**src/design/osbt_pkg.sv**
```systemverilog
// osbt_pkg: constants and types for the sync and blanking timing block.
// assumes: one 200 MHz clock, pixel rate made by an enable divider.
package osbt_pkg;
  // ==========================================================
  // register bus
  localparam int          AXI_AW      = 18;
  localparam int          AXI_DW      = 32;
  localparam int          IDX_W       = 16;
  // printed offsets are register indices; byte address is index times four
  localparam logic [15:0] IDX_HSYNC   = 16'h87FC;
  localparam logic [15:0] IDX_HALF    = 16'h87FD;
  localparam logic [15:0] IDX_CFG     = 16'h87FF;
  localparam logic [7:0]  REG_RST     = 8'h00;
  localparam logic [1:0]  RESP_OKAY   = 2'h0;
  localparam logic [1:0]  RESP_SLVERR = 2'h2;
  localparam logic [23:0] RD_PAD      = 24'h000000;
  // ==========================================================
  // register fields
  localparam int          DLY_W       = 7;
  localparam logic [6:0]  DLY_MAX     = 7'h3F;
  localparam int          CFG_MODE_B  = 7;
  localparam int          CFG_SEL_LO  = 4;
  localparam int          SEL_W       = 3;
  localparam logic [2:0]  BLANK_OFF   = 3'h0;
  localparam logic [2:0]  BLANK_EARLY = 3'h1;
  localparam logic [2:0]  BLANK_ALIGN = 3'h2;
  localparam logic [2:0]  BLANK_LATE  = 3'h4;
  localparam logic [2:0]  BLANK_ALL   = 3'h7;
  // ==========================================================
  // timing
  localparam int          CLK_MHZ     = 200;
  localparam int          PIX_DIV     = 4;
  localparam int          PDIV_W      = 2;
  localparam logic [1:0]  PDIV_LAST   = 2'(PIX_DIV - 1);
  localparam int          CHAR_PIX    = 12;
  localparam int          HALF_STEP   = 12;
  localparam int          CNT_W       = 11;
  localparam logic [10:0] CNT_ONE     = 11'h001;
  localparam int          PIN_N       = 2;
  localparam int          PIN_HSYNC   = 0;
  localparam int          PIN_HALF    = 1;
  // ==========================================================
  // types
  typedef enum logic [1:0] {SEL_NONE, SEL_HSYNC, SEL_HALF, SEL_CFG} osbt_sel_t;
  typedef struct packed {
    logic [2:0] rgb;        // pixel colour from the character path
    logic       blankReq;   // pixel is lit and needs fast blanking
    logic       underline;  // underline requested for this pixel
    logic       serialAttr; // serial attribute is being displayed
  } osbt_pix_t;
endpackage

```
**src/design/osbt_delay_unit.sv**
```systemverilog
// osbt_delay_unit: delays a sync event by a count of pixel steps.
// assumes: trigger is a one-cycle pulse; pixEn is one cycle in PIX_DIV.
`timescale 1ns/100ps
module osbt_delay_unit #(
  parameter int STEP = osbt_pkg::CHAR_PIX
) (
  // clock and reset
  input  wire logic                      clk_sys,
  input  wire logic                      rstn,
  // event and delay
  input  wire logic                      pixEn,
  input  wire logic                      trigger,
  input  wire logic [osbt_pkg::DLY_W-1:0] delaySteps,
  // delayed pulse
  output logic                           pulseOut
);
  import osbt_pkg::*;
  // ==========================================================
  // counter
  logic             busy_r;
  logic [CNT_W-1:0] cnt_r;
  logic             busyNxt;
  logic [CNT_W-1:0] cntNxt;
  logic             pulseNxt;
  logic [CNT_W-1:0] loadCnt;
  logic             lastTick;
  // the delay is latched at the event, so a write only affects the next one
  assign loadCnt  = CNT_W'(delaySteps * STEP);
  assign lastTick = busy_r && pixEn && (cnt_r == CNT_ONE);
  assign pulseNxt = trigger ? (delaySteps == '0) : lastTick;
  assign busyNxt  = trigger ? (delaySteps != '0) : (busy_r && !lastTick);
  assign cntNxt   = trigger ? loadCnt : ((busy_r && pixEn) ? cnt_r - CNT_ONE : cnt_r);
  // a new event restarts the count rather than queueing behind it
  always_ff @(posedge clk_sys) begin
    if (!rstn) begin
      busy_r   <= 1'b0;
      cnt_r    <= '0;
      pulseOut <= 1'b0;
    end else begin
      busy_r   <= busyNxt;
      cnt_r    <= cntNxt;
      pulseOut <= pulseNxt;
    end
  end
endmodule

```
**src/design/osbt_fbl.sv**
```systemverilog
// osbt_fbl: pixel pipeline producing rgb and the fast blanking output.
// assumes: pixel data arrives once per pixEn from the character path.
`timescale 1ns/100ps
module osbt_fbl (
  // clock and reset
  input  wire logic                      clk_sys,
  input  wire logic                      rstn,
  // pixel stream
  input  wire logic                      pixEn,
  input  wire osbt_pkg::osbt_pix_t       pixIn,
  input  wire logic [osbt_pkg::SEL_W-1:0] blankSel,
  // video out
  output logic [2:0]                     rgbOut,
  output logic                           fastBlankingOut
);
  import osbt_pkg::*;
  // ==========================================================
  // pipeline: rgb leaves one pixel after entry, blanking taps around it
  logic [2:0] rgbHold_r;
  logic       reqD1_r;
  logic       reqD2_r;
  logic       blankNxt;
  // early, aligned and late terms are simply ORed, so adjacent taps widen the pulse
  assign blankNxt = (blankSel[0] && pixIn.blankReq)
                  | (blankSel[1] && reqD1_r)
                  | (blankSel[2] && reqD2_r);
  always_ff @(posedge clk_sys) begin
    if (!rstn) begin
      rgbHold_r       <= '0;
      rgbOut          <= '0;
      reqD1_r         <= 1'b0;
      reqD2_r         <= 1'b0;
      fastBlankingOut <= 1'b0;
    end else if (pixEn) begin
      rgbHold_r       <= pixIn.rgb;
      rgbOut          <= rgbHold_r;
      reqD1_r         <= pixIn.blankReq;
      reqD2_r         <= reqD1_r;
      fastBlankingOut <= blankNxt;
    end
  end
endmodule

```
**src/design/osbt_top.sv**
```systemverilog
// osbt_top: sync delay, half-line delay, display mode and fast blanking
// timing, with the three byte registers behind an AXI4-Lite slave.
// assumes: sync pins are asynchronous; pixel stream is on clk_sys.
//
// Behaviour
// - internal horizontal sync is delayed by a 7-bit count of character periods, held at 63.
// - half-line pulse is delayed by a 7-bit count of twelve-pixel steps.
// - config bit 7 clear gives overlay mode, set gives caption mode.
// - in caption mode underline is suppressed while a serial attribute shows.
// - all blanking selects clear keeps fast blanking inactive.
// - only bit 4 set puts blanking one pixel before rgb.
// - only bit 5 set puts blanking aligned with rgb.
// - only bit 6 set puts blanking one pixel after rgb.
// - several select bits OR the early, aligned and late pulses together.
`timescale 1ns/100ps
module osbt_top (
  // clock and reset
  input  wire logic                         clk_sys,
  input  wire logic                         rstn,
  // axi4-lite write address
  input  wire logic                         s_axi_awvalid,
  output logic                              s_axi_awready,
  input  wire logic [osbt_pkg::AXI_AW-1:0]  s_axi_awaddr,
  input  wire logic [2:0]                   s_axi_awprot,
  // axi4-lite write data
  input  wire logic                         s_axi_wvalid,
  output logic                              s_axi_wready,
  input  wire logic [osbt_pkg::AXI_DW-1:0]  s_axi_wdata,
  input  wire logic [3:0]                   s_axi_wstrb,
  // axi4-lite write response
  output logic                              s_axi_bvalid,
  input  wire logic                         s_axi_bready,
  output logic [1:0]                        s_axi_bresp,
  // axi4-lite read
  input  wire logic                         s_axi_arvalid,
  output logic                              s_axi_arready,
  input  wire logic [osbt_pkg::AXI_AW-1:0]  s_axi_araddr,
  input  wire logic [2:0]                   s_axi_arprot,
  output logic                              s_axi_rvalid,
  input  wire logic                         s_axi_rready,
  output logic [osbt_pkg::AXI_DW-1:0]       s_axi_rdata,
  output logic [1:0]                        s_axi_rresp,
  // sync pins
  input  wire logic                         hsyncIn,
  input  wire logic                         halfLineIn,
  // pixel stream
  input  wire osbt_pkg::osbt_pix_t          pixIn,
  output logic                              pixelTick,
  // timing and video outputs
  output logic                              hsyncDelayed,
  output logic                              halfLinePulse,
  output logic                              captionModeSelect,
  output logic [2:0]                        rgbOut,
  output logic                              underlineOut,
  output logic                              fastBlankingOut
);
  import osbt_pkg::*;

  // ==========================================================
  // register decode
  // one decoder serves both address channels so they cannot disagree
  function automatic osbt_sel_t regSel(input logic [AXI_AW-1:0] addr);
    logic [IDX_W-1:0] idx;
    idx = addr[AXI_AW-1:2];
    if (idx == IDX_HSYNC) begin
      regSel = SEL_HSYNC;
    end else if (idx == IDX_HALF) begin
      regSel = SEL_HALF;
    end else if (idx == IDX_CFG) begin
      regSel = SEL_CFG;
    end else begin
      regSel = SEL_NONE;
    end
  endfunction

  // ==========================================================
  // write channel state
  logic                  awHeld_r;
  logic                  wHeld_r;
  logic [AXI_AW-1:0]     awAddr_r;
  logic [7:0]            wByte_r;
  logic                  wLane_r;
  logic                  awTake;
  logic                  wTake;
  logic                  wrFire;
  osbt_sel_t             wrSel;

  // each channel is taken on its own; the write fires once both are held
  assign s_axi_awready = !awHeld_r && !s_axi_bvalid;
  assign s_axi_wready  = !wHeld_r && !s_axi_bvalid;
  assign awTake        = s_axi_awvalid && s_axi_awready;
  assign wTake         = s_axi_wvalid && s_axi_wready;
  assign wrFire        = awHeld_r && wHeld_r && !s_axi_bvalid;
  assign wrSel         = regSel(awAddr_r);

  // address and data holding
  always_ff @(posedge clk_sys) begin
    if (!rstn) begin
      awHeld_r <= 1'b0;
      awAddr_r <= '0;
    end else if (awTake) begin
      awHeld_r <= 1'b1;
      awAddr_r <= s_axi_awaddr;
    end else if (wrFire) begin
      awHeld_r <= 1'b0;
    end
  end

  always_ff @(posedge clk_sys) begin
    if (!rstn) begin
      wHeld_r <= 1'b0;
      wByte_r <= REG_RST;
      wLane_r <= 1'b0;
    end else if (wTake) begin
      wHeld_r <= 1'b1;
      wByte_r <= s_axi_wdata[7:0];
      wLane_r <= s_axi_wstrb[0];
    end else if (wrFire) begin
      wHeld_r <= 1'b0;
    end
  end

  // write response; unmapped addresses are refused with slverr
  always_ff @(posedge clk_sys) begin
    if (!rstn) begin
      s_axi_bvalid <= 1'b0;
      s_axi_bresp  <= RESP_OKAY;
    end else if (wrFire) begin
      s_axi_bvalid <= 1'b1;
      s_axi_bresp  <= (wrSel == SEL_NONE) ? RESP_SLVERR : RESP_OKAY;
    end else if (s_axi_bready) begin
      s_axi_bvalid <= 1'b0;
    end
  end

  // ==========================================================
  // registers
  logic [7:0] hsyncDelay_r;
  logic [7:0] halfAlign_r;
  logic [7:0] cfg_r;
  logic       wrEn;

  // only byte lane 0 carries register data; other lanes are ignored
  assign wrEn = wrFire && wLane_r;

  // all bits are stored as written, test and reserved bits included
  always_ff @(posedge clk_sys) begin
    if (!rstn) begin
      hsyncDelay_r <= REG_RST;
      halfAlign_r  <= REG_RST;
      cfg_r        <= REG_RST;
    end else if (wrEn) begin
      if (wrSel == SEL_HSYNC) hsyncDelay_r <= wByte_r;
      if (wrSel == SEL_HALF)  halfAlign_r  <= wByte_r;
      if (wrSel == SEL_CFG)   cfg_r        <= wByte_r;
    end
  end

  // ==========================================================
  // read channel
  osbt_sel_t  rdSel;
  logic [7:0] rdByte;

  assign s_axi_arready = !s_axi_rvalid;
  assign rdSel         = regSel(s_axi_araddr);
  assign rdByte        = (rdSel == SEL_HSYNC) ? hsyncDelay_r :
                         (rdSel == SEL_HALF)  ? halfAlign_r  :
                         (rdSel == SEL_CFG)   ? cfg_r        : REG_RST;

  // the answer is captured with the address and held until rready
  always_ff @(posedge clk_sys) begin
    if (!rstn) begin
      s_axi_rvalid <= 1'b0;
      s_axi_rdata  <= '0;
      s_axi_rresp  <= RESP_OKAY;
    end else if (s_axi_arvalid && s_axi_arready) begin
      s_axi_rvalid <= 1'b1;
      s_axi_rdata  <= {RD_PAD, rdByte};
      s_axi_rresp  <= (rdSel == SEL_NONE) ? RESP_SLVERR : RESP_OKAY;
    end else if (s_axi_rready) begin
      s_axi_rvalid <= 1'b0;
    end
  end

  // ==========================================================
  // pixel rate divider
  logic [PDIV_W-1:0] pixCnt_r;

  always_ff @(posedge clk_sys) begin
    if (!rstn) begin
      pixCnt_r  <= '0;
      pixelTick <= 1'b0;
    end else begin
      pixCnt_r  <= (pixCnt_r == PDIV_LAST) ? '0 : pixCnt_r + 1'b1;
      pixelTick <= (pixCnt_r == PDIV_LAST);
    end
  end

  // ==========================================================
  // sync pin conditioning
  // a level counts only once the second and third stages agree, which
  // also rejects single-cycle glitches on the pins
  logic [PIN_N-1:0] pinIn;
  logic [PIN_N-1:0] pinMeta_r;
  logic [PIN_N-1:0] pinSync_r;
  logic [PIN_N-1:0] pinLast_r;
  logic [PIN_N-1:0] pinLvl_r;
  logic [PIN_N-1:0] pinRise;

  assign pinIn[PIN_HSYNC] = hsyncIn;
  assign pinIn[PIN_HALF]  = halfLineIn;

  genvar gi;
  for (gi = 0; gi < PIN_N; gi++) begin : g_pin
    always_ff @(posedge clk_sys) begin
      if (!rstn) begin
        pinMeta_r[gi] <= 1'b0;
        pinSync_r[gi] <= 1'b0;
        pinLast_r[gi] <= 1'b0;
        pinLvl_r[gi]  <= 1'b0;
      end else begin
        pinMeta_r[gi] <= pinIn[gi];
        pinSync_r[gi] <= pinMeta_r[gi];
        pinLast_r[gi] <= pinSync_r[gi];
        if (pinSync_r[gi] == pinLast_r[gi]) pinLvl_r[gi] <= pinSync_r[gi];
      end
    end
    assign pinRise[gi] = (pinSync_r[gi] == pinLast_r[gi]) && pinSync_r[gi] && !pinLvl_r[gi];
  end

  // ==========================================================
  // sync delays
  logic [DLY_W-1:0] hsSteps;
  logic [DLY_W-1:0] halfSteps;

  // bit 7 is dropped; hsync values above the top of the range are held at it
  assign hsSteps   = (hsyncDelay_r[DLY_W-1:0] > DLY_MAX) ? DLY_MAX
                                                         : hsyncDelay_r[DLY_W-1:0];
  assign halfSteps = halfAlign_r[DLY_W-1:0];

  osbt_delay_unit #(
    .STEP       (CHAR_PIX)
  ) u_hsync_dly (
    .clk_sys    (clk_sys),
    .rstn       (rstn),
    .pixEn      (pixelTick),
    .trigger    (pinRise[PIN_HSYNC]),
    .delaySteps (hsSteps),
    .pulseOut   (hsyncDelayed)
  );

  osbt_delay_unit #(
    .STEP       (HALF_STEP)
  ) u_half_dly (
    .clk_sys    (clk_sys),
    .rstn       (rstn),
    .pixEn      (pixelTick),
    .trigger    (pinRise[PIN_HALF]),
    .delaySteps (halfSteps),
    .pulseOut   (halfLinePulse)
  );

  // ==========================================================
  // display mode and underline
  // the mode bit is a plain level; the test bits 2..0 drive nothing
  assign captionModeSelect = cfg_r[CFG_MODE_B];

  // underline rides the same pixel slot as rgb so both leave together
  logic ulineHold_r;

  always_ff @(posedge clk_sys) begin
    if (!rstn) begin
      ulineHold_r  <= 1'b0;
      underlineOut <= 1'b0;
    end else if (pixelTick) begin
      ulineHold_r  <= pixIn.underline && !(captionModeSelect && pixIn.serialAttr);
      underlineOut <= ulineHold_r;
    end
  end

  // ==========================================================
  // fast blanking
  osbt_fbl u_fbl (
    .clk_sys         (clk_sys),
    .rstn            (rstn),
    .pixEn           (pixelTick),
    .pixIn           (pixIn),
    .blankSel        (cfg_r[CFG_SEL_LO +: SEL_W]),
    .rgbOut          (rgbOut),
    .fastBlankingOut (fastBlankingOut)
  );
endmodule

```
**config.mk**
```make
export PLATFORM = sky130hd
export DESIGN_NAME = osbt_top
export DESIGN_NICKNAME = d
export VERILOG_FILES = /design/src/design/osbt_pkg.sv /design/src/design/osbt_delay_unit.sv /design/src/design/osbt_fbl.sv /design/src/design/osbt_top.sv
export SDC_FILE = /design/constraint.sdc
export NUM_CORES = 1
export LEC_CHECK = 0
export BUFFER_PORTS_ARGS = -buffer_cell sky130_fd_sc_hd__buf_2
export CORE_ASPECT_RATIO = 2
export CORE_MARGIN = 2
export CORE_UTILIZATION = 58
export CTS_CLUSTER_DIAMETER = 200
export DETAILED_ROUTE_END_ITERATION = 16
export PLACE_DENSITY = 0.82
export SLEW_MARGIN = 15
export SYNTH_ARGS = -nofsm -noshare
export SYNTH_HDL_FRONTEND = slang
export SYNTH_HIERARCHICAL = 1
export SYNTH_SLANG_ARGS = --single-unit
```
**constraint.sdc**
```tcl
create_clock -name clk_sys -period 4.55 [get_ports clk_sys]
set_input_delay 0.6825 -clock clk_sys [delete_from_list [all_inputs] [get_ports clk_sys]]
set_output_delay 0.6825 -clock clk_sys [all_outputs]
set_load 0.02 [all_outputs]
```
==> metrics.csv, run 1 <==
metric,value,unit
antenna_cells,0,
hold_path.class,flop to flop,
fillers,863,
cts_hold_buf,0,
wl_met2,7.28,mm
crit_slowest_cell,dfxtp_1,
power_frac_comb,7.7,%
ys_types,72,
drv_cap,0,
dp_cells,833,
drive_above_1_share,17.6,%
worstPathCellList,"buf_4, buf_2",
fin_setup_tns,0,ns
startpoint,pixelTick,
via_per_inst,5.47,
gp_routability_congestion,0.881,
ys_seq_elements,111,
drt_iter0_markers,169,
cts_tree,done,
cts.sinks,111,
rsz0062_at_grt,no,
hpwl,9.63,mm
tightest_slew,0.852,ns
p_leak,2.78,nW
drt-met1-wl,4.45,mm
cts_root_buffer,clkbuf_16,
cp_top_family,flip-flops,
synth_area,5750,um^2
skew,0.00733,ns
drt-wirelength-per-cell,14.7,um
synth_flop_cell,dfxtp_1,
ctsResizeCount,0,
slowest_delay,0.68,ns
netlist_instances,637,
end_kind,primary output,
numCtsBuffers,9,
ys_seq_area_share,38.7,%
pwr-share-seq,52.2,%
cts_buffer_depth,2,
grt_pass1_vias,4590,
vias,4642,
p_switching,0.000466,W
path_max_fanout,15,
hold_viol,0,
synth.most_common_cell,dfxtp_1,
postSynthAreaPerCell,9.02,um^2
port_buffers,79,
track_usage,23.7,%
synth-edff-count,0,
drc,0,
wl_met3,414,um
clock_latency,0.35,ns
start_kind,flop,
rows,51,
yosys_warnings,6,
hp-start,pinMeta_r[1],
cts_max_level,3,
grt_max_degree,81,
io_pins,143,
antenna_found_initial,0,
crit_buf_inv,2,
highest_layer,met4,
initial_utilization,59.3,%
nNetsFinal,836,
coreArea,9700,um^2
grt_pass1_wl,19.9,mm
placed_area,6140,um^2
period_share,49.5,%
crit_required,3.87,ns
path_class,flop to primary output,
area_delta_synth_final,12.0,%
max_freq,0.444,GHz
clk_pin_slew,0.07,ns
routed_wl,12.5,mm
switching_share,24.0,%
die_h,145,um
slew_headroom,43.1,%
period_needed,2.25,ns
status,finished clean,
maxSlewViolCount,0,
r2r-start,hsyncDelay_r[6],
peakVddDrop,260,uV
synthTopCellsByCount,"dfxtp_1, nand2_1, mux2i_1",
p_int,0.00148,W
p_total,0.00194,W
firstDrtPassIters,5,
setup_violations,0,
holdWs,0.440,ns
powerDensity,302,nW/um^2
grt.overflow.total,0,
antenna_left,0,
synth_top_area_share,38.7,%
stdcell_count,848,
die_area,10800,um^2
postSynth.asyncResetShare,0,%
worst_ep_arrival_time,1.57,ns
yosysTopAreaCell,dfxtp_1,
final_area,6440,um^2
ys_top_cells_by_area,"dfxtp_1, nand2_1, mux2i_1",
p_clk_share,40.0,%
postCtsSetupBuffers,0,
die_x,74.4,um
==> power by group through the flow <==
stage	clock network (W)	logic (W)	registers, W
floorplan	0	0.000116	0.00104
global placement	0	0.000144	0.00104
detailed placement	0	0.000149	0.00104
CTS	0.000793	0.000150	0.00102
global route	0.000823	0.000167	0.00102
finish	0.000779	0.000150	0.00102
==> per-stage QoR <==
step | setup WS, ns | util [%]
after floorplan | 2.59 | -
after global placement | 2.19 | 63.4
after detailed placement | 2.09 | 63.4
after CTS | 2.28 | 66.4
after global routing | 2.20 | 66.4
final | 2.30 | 66.4
==> flip-flops by register name, indices dropped and copies added, names as in the netlist, 3 cells and up <==
name               cells
u_fbl/rgbOut           3
u_fbl/rgbHold_r        3
u_half_dly/cnt_r      11
halfAlign_r            8
wByte_r                8
awAddr_r              16
u_hsync_dly/cnt_r     11
hsyncDelay_r           8
cfg_r                  8
s_axi_rdata            8
==> routing by layer <==
layer | vias up | GRT usage (%)
li1 | 2320 | -
met4 | 0 | 10.9
met1 | 2168 | 21.5
met3 | 30 | 3.95
met2 | 124 | 47.6
met5 | - | 0
==> cell families after synthesis <==
logic type / after synthesis / synth area share [%]
buf+inv: 78 / 7.16
xor+xnor: 16 / 2.44
mux: 46 / 8.18
compound gates: 111 / 13.8
other cells: 1 / 0.0652
fa+ha+maj: 31 / 7.01
flops: 111 / 38.7
simple gates: 243 / 22.7
==> area by class of cell <==
cell class / count / area (um^2) / share of cell area, %
well taps: 132 / 165 / 2.56
flip-flops and latches: 111 / 2220 / 34.5
inverters: 29 / 109 / 1.69
clock inverters: 6 / 70.1 / 1.09
clock buffers: 9 / 225 / 3.50
repair buffers: 82 / 418 / 6.49
multi-input cells: 479 / 3230 / 50.2
==> final timing paths <==
check / endpoint / slack [ns] / cells past startpoint
setup / recovery: pixelTick / 2.30 / 2
setup reg to reg: u_hsync_dly/cnt_r[9] / 2.39 / 8
hold / removal: pinSync_r[1] / 0.44 / 1
hold reg to reg: pinSync_r[1] / 0.44 / 1
==> placed cells by master (no fill, tap or decap), drive strengths merged, types with 16 or more instances in the layout <==
cell type,instances
o21ai,19
dfxtp,111
ha,29
nor2,21
mux2i,38
inv,29
buf,82
conb,32
nor2b,16
nand2,110
a21boi,29
(Power assumes the default switching activity.)
==> inputs of run 2 (changes only) <==
--- a/config.mk
+++ b/config.mk
@@ -8,10 +8,10 @@
 export BUFFER_PORTS_ARGS = -buffer_cell sky130_fd_sc_hd__buf_2
 export CORE_ASPECT_RATIO = 2
 export CORE_MARGIN = 2
-export CORE_UTILIZATION = 58
+export CORE_UTILIZATION = 54
 export CTS_CLUSTER_DIAMETER = 200
 export DETAILED_ROUTE_END_ITERATION = 16
-export PLACE_DENSITY = 0.82
+export PLACE_DENSITY = 0.77
 export SLEW_MARGIN = 15
 export SYNTH_ARGS = -nofsm -noshare
 export SYNTH_HDL_FRONTEND = slang
==> constraint.sdc (replaced) <==
create_clock -name clk_sys -period 2.1 [get_ports clk_sys]
set_input_delay 0.315 -clock clk_sys [delete_from_list [all_inputs] [get_ports clk_sys]]
set_output_delay 0.315 -clock clk_sys [all_outputs]
set_load 0.02 [all_outputs]
==> run 2 against run 1 <==
  * Cell area grew 1.8%
  * Global-route usage shrank 1.7 points
  * Die area grew 7.1%
  * Worst hold slack lost 0.27 ns
  * Utilization shrank 3.4 points
==> metrics.csv, run 2 (synthesis results as in run 1) <==
metric,value,unit,change
drt_iter0_markers,141,,-17%
area_delta_synth_final,14.1,%,
cts_max_level,3,,unchanged
grt_pass1_vias,4600,,+0.22%
cts_hold_buf,0,,unchanged
start_kind,flop,,
peakVddDrop,543,uV,+110%
slowest_delay,0.37,ns,-0.31 ns
r2r_end,u_hsync_dly/cnt_r[9],,
final_cell_mix,"nand2_1, dfxtp_1, buf_2, mux2i_1, conb_1",,
hpwl,9.76,mm,+1.3%
grt.overflow.total,0,,unchanged
path_class,flop to flop,,
rrSetupSlack,0.11,ns,-2.28 ns
cp_top_family,compound AO/OA/AOI/OAI gates,,
dp_cells,848,,+1.8%
stdcell_count,865,,+2.0%
max_freq,0.501,GHz,
tightest_slew,0.553,ns,-0.300 ns
switching_share,25.7,%,+1.8 points
worst_ep_arrival_time,2.21,ns,+0.64 ns
drv_cap,0,,unchanged
die_x,77.0,um,+3.4%
port_buffers,79,,unchanged
status,finished clean,,
track_usage,22.0,%,-1.7 points
period_needed,1.99,ns,
nNetsFinal,847,,+1.3%
routed_wl,12.5,mm,-0.38%
end_kind,flop,,
drc,0,,unchanged
io_pins,143,,unchanged
drive_above_1_share,19.6,%,+2.0 points
path_max_fanout,8,,-7
setup_violations,0,,unchanged
initial_utilization,55.2,%,-4.1 points
numCtsBuffers,9,,unchanged
p_int,0.00313,W,+110%
power_frac_comb,7.9,%,+0.2 points
clock_latency,0.35,ns,about the same
cts_buffer_depth,2,,unchanged
firstDrtPassIters,5,,unchanged
reg_top3,"awAddr_r x16, u_half_dly/cnt_r x11, u_hsync_dly/cnt_r x11",,
slew_headroom,63.1,%,+20 points
period_share,95.0,%,
antenna_left,0,,unchanged
fin_setup_tns,0,ns,unchanged
largest_reg_flops,16,,unchanged
holdWs,0.168,ns,-0.272 ns
regMostFlops,awAddr_r,,
pwr-share-seq,52.1,%,about the same
crit_buf_inv,1,,-1
maxSlewViolCount,0,,unchanged
die_h,150,um,+3.5%
powerDensity,642,nW/um^2,+110%
gp_routability_congestion,0.887,,+0.72%
r2r-start,hsyncDelay_r[6],,
vias,4617,,-0.54%
die_area,11500,um^2,+7.1%
reg2reg_depth,8,,unchanged
grt_pass1_wl,20.1,mm,+0.73%
cts_root_buffer,clkbuf_16,,
startpoint,hsyncDelay_r[6],,
worstPathCellList,"or2_4, ha_4, inv_2, fa_2, nor2b_1, o31a_1, o311ai_1, o221ai_1",,
antenna_found_initial,0,,unchanged
coreArea,10400,um^2,+7.3%
clk_pin_slew,0.08,ns,about the same
via_per_inst,5.34,,-2.5%
p_clk_share,39.9,%,about the same
cts.sinks,111,,unchanged
worstSetupPathDepth,8,,+6
hold_path.class,input port to flop,,
rsz0062_at_grt,no,,
rows,53,,+3.9%
skew,0.0110,ns,+0.00371 ns
p_leak,2.84,nW,+2.3%
crit_slowest_cell,dfxtp_4,,
endpoint,u_hsync_dly/cnt_r[9],,
p_switching,0.00108,W,+130%
cts_tree,done,,
crit_required,2.32,ns,-1.55 ns
antenna_cells,0,,unchanged
drt-wirelength-per-cell,14.4,um,-2.3%
grt_max_degree,31,,-62%
hold_viol,0,,unchanged
run 2: cell types whose count changed in the layout (fill, tap and decap cells not counted), moves of 2 or more:
cell,before,now
clkinvlp_4,3,0
inv_2,0,2
buf_4,3,14
or2_4,0,4
inv_6,1,3
inv_8,0,2
inv_1,28,26
or2_2,9,5
run 2: timing repair:
action / in CTS / in global routing
endpoints found under the setup margin: 1 / 3
resized for setup: 1 / 12
pin swaps: 0 / 3
setup buffers: 0 / 1
run 2: per-stage QoR:
| step | util (%) | instance area [um^2] | total power, W | setup WS [ns] |
|---|---|---|---|---|
| finish | 63.0 | 6560 | 0.00421 | 0.106 |
| global route | 63.0 | 6560 | 0.00437 | 0.000418 |
| CTS | 62.6 | 6520 | 0.00424 | 0.0507 |
| detailed placement | 59.8 | 6230 | 0.00258 | -0.000224 |
| global placement | 59.8 | 6230 | 0.00257 | 0.0361 |
| floorplan | - | 5860 | 0.00250 | 0.144 |
run 2: how the worst min path moves through the flow:
stage | cells after the start | start | end | slack (ns)
3_3_place_gp | 1 | pixCnt_r[0] | pixCnt_r[0] | 0.41
2_1_floorplan | 1 | pixCnt_r[0] | pixCnt_r[0] | 0.40
5_1_grt | 2 | hsyncIn | pinMeta_r[0] | 0.18
4_1_cts | 2 | hsyncIn | pinMeta_r[0] | 0.16
6_report | 2 | hsyncIn | pinMeta_r[0] | 0.17
3_5_place_dp | 1 | pinMeta_r[1] | pinSync_r[1] | 0.42
run 2: power groups by stage:
stage / clock, W / combinational (W) / sequential, W
after floorplan: 0 / 0.000251 / 0.00225
after global placement: 0 / 0.000324 / 0.00224
after detailed placement: 0 / 0.000334 / 0.00224
after CTS: 0.00171 / 0.000334 / 0.00220
after global routing: 0.00180 / 0.000373 / 0.00220
final: 0.00168 / 0.000333 / 0.00219
run 2: area by class of cell:
type                       instances  area [um^2]
fill                             896         3850
multi-input combinational        479         3260
sequential                       111         2230
timing repair buffer              93          500
clock buffer                       9          225
tap                              137          171
inverter                          29          109
clock inverter                     7         70.1
run 2: worst reg2reg max path, cell delays in order (launching register included):
cell and delay (ns):
dfxtp_4 0.37, or2_4 0.27, ha_4 0.17, inv_2 0.06
fa_2 0.20, nor2b_1 0.06, o31a_1 0.32, o311ai_1 0.27
o221ai_1 0.15
run 2: routing by layer:
layer	part of all wire, %	global-route usage (%)
met1	36	20.4
met2	57	43.2
met3	3.2	3.62
met4	4.3	13.7
met5	0	0
